`config.mk`:
```
export PLATFORM = sky130hd
export DESIGN_NAME = adcsp_port
export DESIGN_NICKNAME = d
export VERILOG_FILES = /design/src/rtl/adcsp_pkg.sv /design/src/rtl/adcsp_port.sv
export SDC_FILE = /design/constraint.sdc
export NUM_CORES = 1
export LEC_CHECK = 0
export BUFFER_PORTS_ARGS = -buffer_cell sky130_fd_sc_hd__buf_2
export CAP_MARGIN = 20
export CELL_PAD_IN_SITES_DETAIL_PLACEMENT = 1
export CELL_PAD_IN_SITES_GLOBAL_PLACEMENT = 2
export CORE_UTILIZATION = 37
export DETAILED_ROUTE_END_ITERATION = 16
export PLACE_DENSITY = 0.76
export SKIP_LAST_GASP = 1
export SYNTH_ARGS = -nofsm -noshare
export SYNTH_HDL_FRONTEND = slang
export SYNTH_SLANG_ARGS = --single-unit
```
`constraint.sdc`:
```
create_clock -name clk_sys -period 2.4 [get_ports clk_sys]
set_input_delay 0.24 -clock clk_sys [delete_from_list [all_inputs] [get_ports clk_sys]]
set_output_delay 0.24 -clock clk_sys [all_outputs]
set_load 0.1 [all_outputs]
```
`src/rtl/adcsp_pkg.sv`:
```
// Package of constants and types for the two-wire converter command port.
package adcsp_pkg;

    // Address byte layout: type prefix in bits 7..3, select in 2..1, direction in 0.
    localparam int unsigned ADDR_TYPE_MSB = 7;
    localparam int unsigned ADDR_TYPE_LSB = 3;
    localparam int unsigned ADDR_SEL_MSB  = 2;
    localparam int unsigned ADDR_SEL_LSB  = 1;
    localparam int unsigned ADDR_DIR_POS  = 0;
    localparam logic        DIR_READ      = 1'b1;

    // Command byte field positions.
    localparam int unsigned CMD_TYPE_POS  = 7;
    localparam int unsigned CMD_CHAN_MSB  = 6;
    localparam int unsigned CMD_CHAN_LSB  = 4;
    localparam int unsigned CMD_PWR_MSB   = 3;
    localparam int unsigned CMD_PWR_LSB   = 2;
    // Bit counter value at which command bit 4 has just been taken (bit 7 is count 1).
    localparam logic [3:0]  CMD_START_CNT = 4'h4;

    // Reset values.
    localparam logic [7:0]  CMD_RESET     = 8'h00;
    localparam logic [7:0]  RESULT_RESET  = 8'h00;

    // High-speed master code, upper five bits 00001, low three bits free.
    localparam logic [4:0]  HS_CODE_TOP   = 5'h01;

    // Power-down encodings.
    localparam logic [1:0]  PWR_BETWEEN   = 2'h0;
    localparam logic [1:0]  PWR_REF_OFF   = 2'h1;
    localparam logic [1:0]  PWR_ADC_OFF   = 2'h2;
    localparam logic [1:0]  PWR_BOTH_ON   = 2'h3;

    // Conversion time on the core clock, in system cycles.
    localparam int unsigned CONV_NS       = 1600;
    localparam int unsigned CLK_NS        = 100;
    localparam logic [7:0]  CONV_CYCLES   = 8'((CONV_NS + CLK_NS - 1) / CLK_NS);

    // Decoded command fields.
    typedef struct packed {
        logic       input_type_select;
        logic [2:0] channel_sel;
        logic [1:0] power_sel;
    } adcsp_cmd_type;

    // Byte-level states.
    typedef enum logic [2:0] {
        ST_IDLE,
        ST_ADDR,
        ST_ACK,
        ST_WRITE,
        ST_READ,
        ST_RACK
    } adcsp_state_type;

endpackage : adcsp_pkg

```
`src/rtl/adcsp_port.sv`:
```
// Two-wire slave command port with a modelled converter core.
//
// Notes on behaviour
// - Core clock runs only while converting or addressed; converter also runs while power field bit 0 is set.
// - Bus idle only when both lines high; master starts only then.
// - Data falling while clock high is a start.
// - Data rising while clock high is a stop.
// - Data steady during clock high; changes then are conditions.
// - Bytes of eight bits, then a ninth acknowledge slot.
// - Works at 100kHz and 400kHz bus rates; at 3.4MHz a bus half is shorter than the two 100 ns system cycles it needs.
// - Acknowledge holds data low through the ack clock high.
// - Master does not acknowledge last read byte; device releases data.
// - In writes, device acknowledges address and every following byte.
// - In reads, device sends bytes after the address acknowledge.
// - Repeated start ends one transfer and begins the next.
// - Address recognised in hardware after seven bits and direction.
// - Address is five type bits, two select bits, direction.
// - Select pins sampled at power-up and latched.
// - Direction one is read, zero is write.
// - Acknowledge address only on full type and select match.
// - Command: bit 7 input type, 6..4 channel, 3..2 power.
// - Power field selects reference and converter on or off.
// - Conversion starts at command bit 4; command byte acknowledged.
// - In high-speed, clock held low after read address until done.
// - Stop leaves high-speed mode; repeated start keeps it.
`timescale 1ns/100ps
`default_nettype none

module adcsp_port
    import adcsp_pkg::*;
#(
    // Device type prefix; value is arbitrary.
    parameter logic [4:0] TYPE_PREFIX = 5'h15
) (
    // Clock, reset and enable.
    input  wire logic       clk_sys,
    input  wire logic       rst,
    input  wire logic       clk_en,
    // Serial bus pins, open drain.
    input  wire logic       scl_in,
    output logic            scl_out,
    output logic            scl_oe,
    input  wire logic       sda_in,
    output logic            sda_out,
    output logic            sda_oe,
    // Select straps.
    input  wire logic       dev_select_pin_hi,
    input  wire logic       dev_select_pin_lo,
    // Converter core interface.
    input  wire logic [7:0] sample_value,
    output adcsp_cmd_type   conversion_command,
    output logic            core_clk_run,
    output logic            converter_on,
    output logic            reference_on,
    output logic            hs_mode
);

    ////////////////////////////////////////////////////////////////////////
    // Input synchronisers: three stages, a change counts once stages two and three agree.
    logic [2:0] scl_sync;
    logic [2:0] sda_sync;
    logic [1:0] sel_sync [0:2];
    logic       scl_q;
    logic       sda_q;
    logic       scl_prev;
    logic       sda_prev;

    // rate-free sampling; each bus half must span two system cycles, which caps the bus rate.
    always_ff @(posedge clk_sys) begin
        if (rst) begin
            scl_sync <= 3'h7;
            sda_sync <= 3'h7;
            scl_q    <= 1'b1;
            sda_q    <= 1'b1;
            scl_prev <= 1'b1;
            sda_prev <= 1'b1;
        end else if (clk_en) begin
            scl_sync <= {scl_sync[1:0], scl_in};
            sda_sync <= {sda_sync[1:0], sda_in};
            if (scl_sync[1] == scl_sync[2]) scl_q <= scl_sync[2];
            if (sda_sync[1] == sda_sync[2]) sda_q <= sda_sync[2];
            scl_prev <= scl_q;
            sda_prev <= sda_q;
        end
    end

    // Strap synchroniser.
    always_ff @(posedge clk_sys) begin
        if (rst) begin
            sel_sync[0] <= 2'h0;
            sel_sync[1] <= 2'h0;
            sel_sync[2] <= 2'h0;
        end else if (clk_en) begin
            sel_sync[0] <= {dev_select_pin_hi, dev_select_pin_lo};
            sel_sync[1] <= sel_sync[0];
            sel_sync[2] <= sel_sync[1];
        end
    end

    // Straps are caught once after reset release, when stages two and three agree.
    logic [1:0] dev_sel;
    logic       sel_done;
    logic [1:0] sel_wait;
    always_ff @(posedge clk_sys) begin
        if (rst) begin
            dev_sel  <= 2'h0;
            sel_done <= 1'b0;
            sel_wait <= 2'h0;
        end else if (clk_en && !sel_done) begin
            if (sel_wait != 2'h3) begin
                sel_wait <= sel_wait + 2'h1;
            end else if (sel_sync[1] == sel_sync[2]) begin
                dev_sel  <= sel_sync[2];
                sel_done <= 1'b1;
            end
        end
    end

    ////////////////////////////////////////////////////////////////////////
    // Bus condition detection on the filtered lines.
    logic scl_rise;
    logic scl_fall;
    logic start_cond;
    logic stop_cond;
    assign scl_rise = clk_en && scl_q && !scl_prev;
    assign scl_fall = clk_en && !scl_q && scl_prev;
    assign start_cond = clk_en && scl_q && scl_prev && sda_prev && !sda_q;
    assign stop_cond = clk_en && scl_q && scl_prev && !sda_prev && sda_q;

    ////////////////////////////////////////////////////////////////////////
    // Byte engine.
    adcsp_state_type state;
    logic [3:0]      bit_cnt;
    logic [7:0]      shift_in;
    logic [7:0]      shift_out;
    logic            addr_match;
    logic            is_read;
    logic            ack_drive;
    logic            tx_bit;
    logic            hs_pending;
    logic            stretch;
    logic            conv_busy;
    logic [7:0]      result;
    logic            start_conv;
    logic [7:0]      addr_byte;

    assign addr_byte = {shift_in[6:0], sda_q};
    // match decode
    // The decision is taken on the eighth fall, when the whole byte already sits in the shifter.
    assign addr_match = (shift_in[ADDR_TYPE_MSB:ADDR_TYPE_LSB] == TYPE_PREFIX)
                        && (shift_in[ADDR_SEL_MSB:ADDR_SEL_LSB] == dev_sel);
    // command bit 4, or a matched high-speed read address, starts a conversion.
    assign start_conv = ((state == ST_WRITE) && scl_rise && (bit_cnt == CMD_START_CNT - 4'h1))
                        || ((state == ST_ADDR) && hs_mode && scl_fall && (bit_cnt == 4'h8) && addr_match
                            && (shift_in[ADDR_DIR_POS] == DIR_READ));

    // Main sequence: sample on clock rise, advance on clock fall, except ST_RACK, which advances on the rise.
    always_ff @(posedge clk_sys) begin
        if (rst) begin
            state     <= ST_IDLE;
            bit_cnt   <= 4'h0;
            shift_in  <= 8'h00;
            shift_out <= RESULT_RESET;
            is_read   <= 1'b0;
            ack_drive <= 1'b0;
            tx_bit    <= 1'b1;
        end else if (start_cond) begin
            state     <= ST_ADDR;
            bit_cnt   <= 4'h0;
            ack_drive <= 1'b0;
            tx_bit    <= 1'b1;
        end else if (stop_cond) begin
            state     <= ST_IDLE;
            ack_drive <= 1'b0;
            tx_bit    <= 1'b1;
        end else if (clk_en) begin
            unique case (state)
                ST_IDLE: begin
                    bit_cnt <= 4'h0;
                end
                ST_ADDR, ST_WRITE: begin
                    if (scl_rise) begin
                        shift_in <= addr_byte;
                        bit_cnt  <= bit_cnt + 4'h1;
                    end
                    if (scl_fall && bit_cnt == 4'h8) begin
                        bit_cnt <= 4'h0;
                        if (state == ST_WRITE) begin
                            ack_drive <= 1'b1;
                            state     <= ST_ACK;
                        end else if (addr_match) begin
                            ack_drive <= 1'b1;
                            is_read   <= (shift_in[ADDR_DIR_POS] == DIR_READ);
                            state     <= ST_ACK;
                        end else begin
                            state <= ST_IDLE;
                        end
                    end
                end
                ST_ACK: begin
                    if (scl_fall && !stretch) begin
                        ack_drive <= 1'b0;
                        if (is_read) begin
                            // first bit set while clock low
                            shift_out <= {result[6:0], 1'b0};
                            tx_bit    <= result[7];
                            bit_cnt   <= 4'h1;
                            state     <= ST_READ;
                        end else begin
                            state <= ST_WRITE;
                        end
                    end
                end
                ST_READ: begin
                    // shift out MSB first on clock fall
                    if (scl_fall) begin
                        if (bit_cnt == 4'h8) begin
                            tx_bit <= 1'b1;
                            state  <= ST_RACK;
                        end else begin
                            tx_bit    <= shift_out[7];
                            shift_out <= {shift_out[6:0], 1'b0};
                            bit_cnt   <= bit_cnt + 4'h1;
                        end
                    end
                end
                ST_RACK: begin
                    if (scl_rise) begin
                        state <= sda_q ? ST_IDLE : ST_ACK;
                    end
                end
            endcase
        end
    end

    // Master code and high-speed mode tracking.
    always_ff @(posedge clk_sys) begin
        if (rst) begin
            hs_pending <= 1'b0;
            hs_mode    <= 1'b0;
        end else if (stop_cond) begin
            hs_pending <= 1'b0;
            hs_mode    <= 1'b0;
        end else if (start_cond) begin
            // restart after master code enters high speed
            if (hs_pending) hs_mode <= 1'b1;
            hs_pending <= 1'b0;
        end else if (clk_en && state == ST_ADDR && scl_fall && bit_cnt == 4'h8) begin
            hs_pending <= (shift_in[7:3] == HS_CODE_TOP);
        end
    end

    ////////////////////////////////////////////////////////////////////////
    // Command register, written from the shifter on the eighth clock fall of a command byte.
    always_ff @(posedge clk_sys) begin
        if (rst) begin
            conversion_command <= adcsp_cmd_type'(6'(CMD_RESET >> CMD_PWR_LSB));
        end else if (clk_en && state == ST_WRITE && scl_fall && bit_cnt == 4'h8) begin
            conversion_command.input_type_select <= shift_in[CMD_TYPE_POS];
            conversion_command.channel_sel       <= shift_in[CMD_CHAN_MSB:CMD_CHAN_LSB];
            conversion_command.power_sel         <= shift_in[CMD_PWR_MSB:CMD_PWR_LSB];
        end
    end

    // Conversion model: counts the conversion time, then captures the sample.
    logic [7:0] conv_cnt;
    always_ff @(posedge clk_sys) begin
        if (rst) begin
            conv_busy <= 1'b0;
            conv_cnt  <= 8'h00;
            result    <= RESULT_RESET;
        end else if (clk_en) begin
            if (start_conv) begin
                conv_busy <= 1'b1;
                conv_cnt  <= CONV_CYCLES;
            end else if (conv_busy) begin
                if (conv_cnt == 8'h01) begin
                    conv_busy <= 1'b0;
                    result    <= sample_value;
                end
                conv_cnt <= conv_cnt - 8'h01;
            end
        end
    end

    // stretch after read address while converting
    assign stretch = hs_mode && is_read && (state == ST_ACK) && conv_busy;

    // core clock only when busy or addressed
    assign core_clk_run = conv_busy || (state != ST_IDLE);
    assign converter_on = conv_busy || conversion_command.power_sel[0];
    assign reference_on = conversion_command.power_sel[1];

    // Open-drain drivers: enable only when pulling low.
    assign sda_out = 1'b0;
    assign sda_oe  = ack_drive || (state == ST_READ && !tx_bit);
    assign scl_out = 1'b0;
    assign scl_oe  = stretch && !scl_q;

    ////////////////////////////////////////////////////////////////////////
    // Assertions.
    a_ack_low_hold: assert property (@(posedge clk_sys) disable iff (rst)
        (state == ST_ACK && !is_read) |-> sda_oe)
        else $error("ack not driven");
    a_stop_ends_hs: assert property (@(posedge clk_sys) disable iff (rst)
        stop_cond |=> !hs_mode)
        else $error("high speed kept after stop");
    a_start_to_addr: assert property (@(posedge clk_sys) disable iff (rst)
        start_cond |=> (state == ST_ADDR && bit_cnt == 4'h0))
        else $error("start not taken");
    a_stop_to_idle: assert property (@(posedge clk_sys) disable iff (rst)
        stop_cond |=> (state == ST_IDLE && !sda_oe))
        else $error("stop not taken");
    a_conv_starts: assert property (@(posedge clk_sys) disable iff (rst)
        start_conv && clk_en |=> conv_busy && conv_cnt == CONV_CYCLES)
        else $error("conversion not started");
    a_core_off_idle: assert property (@(posedge clk_sys) disable iff (rst)
        (state == ST_IDLE && !conv_busy) |-> !core_clk_run)
        else $error("core clock running when idle");
    a_nomatch_release: assert property (@(posedge clk_sys) disable iff (rst)
        (clk_en && state == ST_ADDR && scl_fall && bit_cnt == 4'h8 && !addr_match && !start_cond && !stop_cond)
        |=> !sda_oe)
        else $error("acknowledged foreign address");
    a_nack_release: assert property (@(posedge clk_sys) disable iff (rst)
        (state == ST_RACK) |-> !sda_oe)
        else $error("data held after byte");
    a_stretch_only_hs: assert property (@(posedge clk_sys) disable iff (rst)
        scl_oe |-> hs_mode && conv_busy)
        else $error("clock held outside high speed");
    a_data_low_edge: assert property (@(posedge clk_sys) disable iff (rst)
        (state == ST_READ && scl_q && $past(scl_q) && !start_cond) |=> $stable(tx_bit) || stop_cond)
        else $error("data changed with clock high");

    c_write_ack: cover property (@(posedge clk_sys) state == ST_ACK && !is_read);
    c_read_byte: cover property (@(posedge clk_sys) state == ST_RACK);
    c_hs_entry: cover property (@(posedge clk_sys) $rose(hs_mode));
    c_stretch: cover property (@(posedge clk_sys) scl_oe);

endmodule : adcsp_port

`default_nettype wire

```
==> flow_summary.yaml, run 1 <==
outcome:
  status: "completed"
routing:
  drt-met1-wl_um: 4167
  first_pass_iters: 4
  routed.top_layer: "met4"
  drc: 0
  vias_per_cell: 5.153
  vias: 2860
  wl_um: 8606
  detail_route.wl_per_cell_um: 15.51
  met2WireLength_um: 4086
  routed-wl-met3_um: 261
  drtIter0Drc: 93
  antenna_left: 0
clocking:
  cts.clk_slew.worst_paths_ps: 70
  cts.sinks: 71
  cts_inserted_buffers: 9
  h-tree-depth: 3
  cts_resized: 0
  root_buffer: "clkbuf_8"
  post-cts-setup-buffers: 0
  cts_hold_buf: 0
  worstSkewPairLatency_ps: 350
  cts_tree: "done"
  cts_max_path_buffers: 2
floorplan:
  core_sq_mm: 0.009328
  ios: 29
  die-width_um: 100.4
  dieArea_sq_mm: 0.01009
  initial_utilization_pct: 38.43
  num_rows: 35
  die-height_um: 100.4
timing:
  tns_ps: 0
  setup_viol: 0
  finClkSkew_ps: 8.803
  period_minus_slack_ps: 2196
  rsz0062_at_grt: "false"
  fin_crit_sh_pct: 91.52
  drv_slew: 0
  fmax_ghz: 0.4553
  hold_viol_final: 0
  worst_slew_pin_slew_ps: 689.4
  relSlewSlack_pct: 54.04
global_routing:
  grt_max_degree: 28
  grt_pass1_vias: 2914
  gr-total-overflow: 0
  grt_pass1_wl_um: 14910
  track_usage_pct: 18.98
  antenna_found_initial: 0
layout:
  final_core_util_pct: 44.08
  nets: 441
  antenna_cells: 0
  final_layout_size_suffix_gt1_share_pct: 18.78
  fin_cells: 555
  fillCellCount: 1084
  area_growth_pct: 14.69
placed_design:
  gp_congestion: 0.7787
  dpl.hpwl_um: 6227
  place_inst: 539
  portBuffers: 26
power_and_ir_drop:
  pwr-share-seq_pct: 50.3
  cellPowerDensity_mw_per_mm2: 595.6
  p_leak_nw: 1.555
  switching_share_pct: 23.30
  power.share.clock_pct: 44.5
  p_comb_share_pct: 5.2
  p_sw_uw: 570.5
  ir_worst_vdd_v: 0.0002775
  p_int_mw: 1.878
synthesis:
  ys_ff_latch: 71
  synth_warnings: 0
  synth-edff-count: 6
  syn_inst: 394
  ys_types: 68
  synthArstFlopShare_pct: 0
  synth-main-ff-cell: "dfxtp_1"
  ys_seq_area_share_pct: 41.33
  avgSynthCellArea_sq_um: 9.098
  syn_area_sq_mm: 0.003585
worst_setup_path:
  crit_fanout: 13
  critPathKind: "flip-flop to output port"
  start_kind: "flip-flop"
  cp.arrival_ps: 1960
  end_kind: "output port"
  required_ps: 2160
job:
  max_cap_viol_count: 0
worst_hold_path:
  hp-class: "input port to flip-flop"
critical path: stages (launching register included):
cell and delay, ps:
dfxtp_1 480, nor3b_2 400, nand2_1 170, nor3_4 190, clkbuf_4 350
metrics by stage:
stage	hold WS (ps)	cell area [sq um]	total power [mW]	setup WS [ps]
2_1_floorplan	362.4	3603	1.350	52.40
6_report	99.17	4111	2.449	203.6
5_1_grt	73.31	4111	2.557	30.68
4_1_cts	75.53	4109	2.496	71.05
3_3_place_gp	439.1	3886	1.385	319.1
3_5_place_dp	448.7	3886	1.388	270.3
area by class of cell:
cell class,instances,area (sq um),share of cell area [%]
clock buffers,11,141.4,3.439
clock inverters,5,81.33,1.978
inverters,11,41.29,1.004
multi-input cells,288,1952,47.47
flip-flops and latches,71,1481,36.03
well taps,129,161.4,3.926
repair buffers,40,252.7,6.147
cell usage in the layout, fill, tap and decap left out, types with 7 or more instances in the layout:
cell type / n
and2_1: 8
inv_1: 11
o21ai_0: 11
mux2i_1: 24
nor2_1: 49
dfxtp_1: 65
nand2b_1: 10
nor2b_1: 8
xnor2_1: 7
a21oi_1: 24
buf_2: 24
buf_4: 14
nand2_1: 27
clkbuf_8: 10
nand3_1: 9
cells in the mapped netlist, types with 3 or more instances:
| library cell | number | area share (%) |
|---|---|---|
| inv_1 | 11 | 1.2 |
| or2_2 | 5 | 0.87 |
| o21a_1 | 5 | 1.0 |
| nor4_4 | 3 | 1.8 |
| nand3b_1 | 4 | 0.84 |
| nand4_1 | 4 | 0.70 |
| nand2_1 | 27 | 2.8 |
| xor2_1 | 6 | 1.5 |
| nor2b_1 | 8 | 1.4 |
| mux2i_1 | 24 | 6.7 |
| o31ai_1 | 3 | 0.63 |
| dfxtp_1 | 65 | 36 |
| nand3_1 | 9 | 1.3 |
| clkbuf_1 | 11 | 1.2 |
| and3b_1 | 3 | 0.73 |
| xnor2_1 | 7 | 1.7 |
| buf_4 | 6 | 1.3 |
| a311oi_1 | 6 | 1.5 |
| nand2b_1 | 10 | 1.7 |
| edfxtp_1 | 6 | 5.0 |
| or3_1 | 3 | 0.52 |
| a211o_1 | 5 | 1.2 |
| ha_1 | 5 | 1.7 |
| o21ai_0 | 12 | 1.7 |
| buf_1 | 3 | 0.31 |
| a21oi_1 | 24 | 3.4 |
| buf_2 | 4 | 0.56 |
| nor3_1 | 7 | 0.98 |
| and2_1 | 8 | 1.4 |
| a31oi_1 | 3 | 0.52 |
| a21boi_0 | 3 | 0.63 |
| nor2_1 | 49 | 5.1 |
| o311ai_0 | 3 | 0.73 |
| o21bai_1 | 3 | 0.63 |
kinds of logic after synthesis:
| logic type | Yosys count | share of synthesized area (%) |
|---|---|---|
| flip-flops | 71 | 41.33 |
| AO/OA/AOI/OAI | 84 | 16.75 |
| other | 1 | 0.1046 |
| adder cells (fa/ha/maj) | 5 | 1.745 |
| multiplexers | 24 | 6.702 |
| XOR/XNOR | 13 | 3.176 |
| AND/OR/NAND/NOR | 160 | 25.45 |
| buffers and inverters | 36 | 4.747 |
power groups by stage:
stage / clock network [mW] / logic, mW / registers (mW)
2_1_floorplan: 0 / 0.0965 / 1.25
3_3_place_gp: 0 / 0.127 / 1.26
3_5_place_dp: 0 / 0.129 / 1.26
4_1_cts: 1.14 / 0.129 / 1.23
5_1_grt: 1.18 / 0.142 / 1.23
6_report: 1.09 / 0.128 / 1.23
final timing paths:
path | slack, ps | endpoint | cells past startpoint | startpoint
worst max register to register | 270 | result[5] | 7 | bit_cnt[0]
worst max-delay path | 200 | scl_oe | 4 | state[0]
worst min-delay path | 100 | scl_sync[0] | 2 | scl_in
worst min register to register | 470 | scl_sync[1] | 1 | scl_sync[0]
layer usage:
layer	global-route usage (%)	vias to the layer above
met5	0	-
met2	30.72	42
met1	25.19	1363
met3	4.109	7
li1	-	1448
met4	6.020	0
state kept, by name (all words and copies together), names as in the netlist, 4 cells and up:
register	cells
shift_in	8
sel_sync	6
bit_cnt	4
conv_cnt	8
result	8
conversion_command	6
shift_out	7
No activity file was read; power rests on OpenSTA's default activity.
==> inputs of run 2 (changes only) <==
--- a/config.mk
+++ b/config.mk
@@ -12,6 +12,7 @@
 export CORE_UTILIZATION = 37
 export DETAILED_ROUTE_END_ITERATION = 16
 export PLACE_DENSITY = 0.76
+export REMOVE_ABC_BUFFERS = 1
 export SKIP_LAST_GASP = 1
 export SYNTH_ARGS = -nofsm -noshare
 export SYNTH_HDL_FRONTEND = slang
==> run 2 against run 1 <==
Effect of this change: power is 8.3% lower; cell count is 0.36% higher; register-to-register slack worse by 30 ps; non-clock buffer count is 2 higher; worst setup slack worse by 98 ps; critical endpoint is now sda_oe.
==> flow_summary.yaml, run 2 (synthesized netlist as in run 1, its figures left out) <==
outcome:
  status: "completed"
timing:
  finClkSkew_ps: 9.010
  worst_slew_pin_slew_ps: 702.2
  setup_ws_ps: 105.5
  setup_viol: 0
  holdWs_ps: 91.06
  relSlewSlack_pct: 53.19
  period_minus_slack_ps: 2294
  hold_viol_final: 0
  rsz0062_at_grt: "false"
  drv_slew: 0
  fmax_ghz: 0.4358
  fin_crit_sh_pct: 95.60
layout:
  antenna_cells: 0
  mostFrequentLayoutCells: "dfxtp_1, nor2_1, nand2_1"
  final_common_cell: "dfxtp_1"
  multiInputGateArea_sq_mm: 0.001946
  reg_top3: "conv_cnt (8), result (8), shift_in (8)"
  final_core_util_pct: 43.84
  fillCellCount: 1063
  nets: 443
  seq_area_sq_mm: 0.001481
  area_growth_pct: 14.07
  final_layout_size_suffix_gt1_share_pct: 19.39
  fin_cells: 557
floorplan:
  die-height_um: 100.4
  initial_utilization_pct: 38.43
  ios: 29
  dieArea_sq_mm: 0.01009
  die-width_um: 100.4
  core_sq_mm: 0.009328
  num_rows: 35
placed_design:
  gp_congestion: 0.8109
  place_inst: 541
  dp_worst_setup_slack_ps: 226.5
  portBuffers: 26
  dpl.hpwl_um: 6333
global_routing:
  gr-total-overflow: 0
  grt_pass1_vias: 2990
  antenna_found_initial: 0
  track_usage_pct: 18.69
  grt_max_degree: 33
  grt_pass1_wl_um: 14710
routing:
  drtIter0Drc: 60
  vias: 2912
  vias_per_cell: 5.228
  wl_um: 8578
  detail_route.wl_per_cell_um: 15.40
  drc: 0
  first_pass_iters: 4
  antenna_left: 0
clocking:
  post-cts-setup-buffers: 0
  cts.sinks: 71
  cts.clk_slew.worst_paths_ps: 80
  h-tree-depth: 3
  cts_hold_buf: 0
  root_buffer: "clkbuf_8"
  cts_max_path_buffers: 2
  worstSkewPairLatency_ps: 350
  cts_tree: "done"
  cts_inserted_buffers: 9
job:
  max_cap_viol_count: 0
worst_setup_path:
  critPathLaunch: "state[1]"
  r2r_end: "result[7]"
  r2r_slack_ps: 240
  r2r_cells: 7
  r2r-start: "bit_cnt[0]"
  cp-endpoint: "sda_oe"
  required_ps: 2160
  start_kind: "flip-flop"
  end_kind: "output port"
  cp.arrival_ps: 2050
  critPathKind: "flip-flop to output port"
  crit_fanout: 12
power_and_ir_drop:
  power_mw: 2.244
  ir_worst_vdd_v: 0.0002798
  cellPowerDensity_mw_per_mm2: 548.9
  p_leak_nw: 1.535
worst_hold_path:
  hp-class: "input port to flip-flop"
[run 2: critical path: stages (launching register included)]
cell and delay, ps:
dfxtp_1 400, buf_4 210, nand2b_1 210, or2_2 440
o21ai_2 240, buf_12 200
[run 2: how the worst min path moves through the flow]
| stage | startpoint | endpoint | slack (ps) | cells past startpoint |
|---|---|---|---|---|
| 3_5_place_dp | sda_sync[0] | sda_sync[1] | 450 | 1 |
| 5_1_grt | sda_in | sda_sync[0] | 70 | 2 |
| 4_1_cts | sda_in | sda_sync[0] | 70 | 2 |
| 2_1_floorplan | rst | conv_busy | 310 | 1 |
| 3_3_place_gp | scl_sync[0] | scl_sync[1] | 440 | 1 |
| 6_report | sda_in | sda_sync[0] | 90 | 2 |
[run 2: report_power, final]
group,internal [mW],leakage [nW],switching [mW]
Clock,0.387,0.0919,0.500
Combinational,0.0475,0.852,0.0787
Sequential,1.21,0.592,0.0160
Total,1.65,1.54,0.595
[run 2: cell type report]
class | instances | area share (%)
multi-input cells | 288 | 47.58
flip-flops and latches | 71 | 36.23
repair buffers | 42 | 6.854
well taps | 129 | 3.947
clock buffers | 9 | 3.029
clock inverters | 7 | 1.346
inverters | 11 | 1.010
[run 2: through the flow]
step / TNS, ps / cell area, sq um
final: 0 / 4089
after global routing: 0 / 4089
after CTS: 0 / 4080
after detailed placement: 0 / 3901
after global placement: 0 / 3901
after floorplan: -2256 / 3460
[run 2: timing repair]
item,in CTS,in global routing
gates resized for setup,1,2
endpoints found under the setup margin,1,2
pin swaps,0,0
endpoints found under the hold margin,0,0
[run 2: per-layer routing]
metal | part of all wire (%) | vias up | routed length, um | global-route usage [%]
met1 | 48 | 1410 | 4134 | 24.50
met4 | 2.9 | 0 | 246 | 8.807
met5 | 0 | - | 0 | 0
li1 | - | 1446 | - | -
met3 | 2.5 | 16 | 211 | 2.994
met2 | 46 | 40 | 3985 | 30.08
==> inputs of run 3 (changes only) <==
==> constraint.sdc (replaced) <==
create_clock -name clk_sys -period 2.2 [get_ports clk_sys]
set_input_delay 0.22 -clock clk_sys [delete_from_list [all_inputs] [get_ports clk_sys]]
set_output_delay 0.22 -clock clk_sys [all_outputs]
set_load 0.1 [all_outputs]
==> run 3 against run 2 <==
Effect of this change: worst hold slack got worse by 9.3 ps; via count rose by 0.48%; clock power rose by 34%; critical path type unchanged; final area increased by 1.9%; register-to-register slack lost 70 ps; non-clock buffer count grew 3; clock skew increased by 0.59 ps; power rose by 19%; sequential share of layout area decreased by 0.64 points; highest routed layer unchanged; largest power group unchanged.
==> flow_summary.yaml, run 3 (synthesized netlist as in run 1, its figures left out) <==
outcome:
  status: "completed"
power_and_ir_drop:
  pwr-share-seq_pct: 50.2
  ir_worst_vdd_v: 0.0002726
  switching_share_pct: 24.26
  cellPowerDensity_mw_per_mm2: 641.5
  p_leak_nw: 1.560
  p_int_mw: 2.024
  p_sw_uw: 648.5
  p_comb_share_pct: 5.3
  power.share.clock_pct: 44.5
  power_mw: 2.673
global_routing:
  globalRouteMet3Util_pct: 3.552
  antenna_found_initial: 0
  grt_pass1_wl_um: 15120
  track_usage_pct: 19.28
  busiest_layer: "met2"
  grt_pass1_vias: 3072
  use_met2_pct: 33.98
  gr-total-overflow: 0
  grt_max_degree: 22
  grtUsageMet1_pct: 23.69
floorplan:
  num_rows: 35
  ios: 29
  die-height_um: 100.4
  die-width_um: 100.4
  dieArea_sq_mm: 0.01009
  initial_utilization_pct: 38.43
  core_sq_mm: 0.009328
routing:
  vias: 2926
  drtIter0Drc: 73
  first_pass_iters: 4
  detail_route.wl_per_cell_um: 15.88
  vias_per_cell: 5.225
  wl_um: 8892
  drc: 0
  antenna_left: 0
layout:
  fin_cells: 560
  nets: 446
  mostFrequentLayoutCells: "dfxtp_1, nor2_1, nand2_1"
  final_common_cell: "dfxtp_1"
  area_growth_pct: 16.23
  final_layout_size_suffix_gt1_share_pct: 19.72
  antenna_cells: 0
  reg_top3: "conv_cnt (8), result (8), shift_in (8)"
  fillCellCount: 1097
  final_area_sq_mm: 0.004167
worst_setup_path:
  cp_slowest_cell: "dfxtp_1"
  r2r_cells: 8
  start_kind: "flip-flop"
  cp-endpoint: "scl_oe"
  crit_chain: "buf_4 > nor3b_4 > nand2_1 > nor3_2 > buf_12"
  end_kind: "output port"
  cp.arrival_ps: 1890
  required_ps: 1980
  crit_fanout: 7
  r2r_end: "state[0]"
  critPathKind: "flip-flop to output port"
  r2r_slack_ps: 170
  critPathLaunch: "state[1]"
  r2r-start: "bit_cnt[0]"
  slowest_delay_ps: 470
timing:
  rsz0062_at_grt: "false"
  period_minus_slack_ps: 2108
  finClkSkew_ps: 9.598
  fin_crit_sh_pct: 95.83
  drv_slew: 0
  worst_slew_pin_slew_ps: 625.8
  setup_viol: 0
  hold_viol_final: 0
  fmax_ghz: 0.4743
  tns_ps: 0
  relSlewSlack_pct: 58.20
  setup_ws_ps: 91.64
worst_hold_path:
  hp-class: "input port to flip-flop"
clocking:
  cts_max_path_buffers: 2
  cts.clk_slew.worst_paths_ps: 80
  h-tree-depth: 3
  cts_tree: "done"
  cts.sinks: 71
  root_buffer: "clkbuf_8"
  cts_hold_buf: 0
  worstSkewPairLatency_ps: 350
  post-cts-setup-buffers: 0
  cts_inserted_buffers: 9
placed_design:
  dp_worst_setup_slack_ps: 154.2
  place_inst: 544
  dpl.hpwl_um: 6564
  gp_congestion: 0.8429
  placed_area_sq_mm: 0.003924
  portBuffers: 26
job:
  max_cap_viol_count: 0
[run 3: metrics by stage]
step                utilization, %  hold slack (ps)
detailed placement           42.07            439.7
global placement             42.07            427.3
finish                       44.67            81.72
CTS                          44.49            69.76
global route                 44.67            81.11
floorplan                        -            289.1
[run 3: critical path, delay by kind of cell (launching register included)]
| kind | cells | cell delay [ps] |
|---|---|---|
| flip-flops | 1 | 470 |
| buffers and inverters | 2 | 390 |
| AND/OR/NAND/NOR | 3 | 670 |
[run 3: worst min path at each step]
stage               startpoint          end  cells past startpoint
global placement        sda_in  sda_sync[0]                      2
finish                  sda_in  sda_sync[0]                      2
floorplan                  rst    conv_busy                      1
CTS                     sda_in  sda_sync[0]                      2
detailed placement      sda_in  sda_sync[0]                      2
global route            scl_in  scl_sync[0]                      2
[run 3: routing by layer]
metal  wire length (um)  vias up
li1                   -     1458
met1               4169     1423
met2               4372       33
met3                188       12
met4                163        0
met5                  0        -
[run 3: power by group through the flow]
stage          registers (mW)  logic (mW)  clock network, mW
3_5_place_dp             1.37       0.141                  0
3_3_place_gp             1.37       0.137                  0
4_1_cts                  1.34       0.142               1.22
2_1_floorplan            1.37      0.0787                  0
5_1_grt                  1.35       0.159               1.27
6_report                 1.34       0.141               1.19
[run 3: timing repair]
action / in CTS / in global routing
hold endpoints to repair: 0 / 0
setup endpoints to repair: 1 / 3
gates resized for setup: 1 / 3
[run 3: final cells by class]
class,count,area [sq um],share of cell area [%]
repair buffers,45,302.8,7.267
inverters,11,41.29,0.9910
flip-flops and latches,71,1483,35.59
clock inverters,6,93.84,2.252
clock buffers,10,127.6,3.063
multi-input cells,288,1957,46.97
well taps,129,161.4,3.874
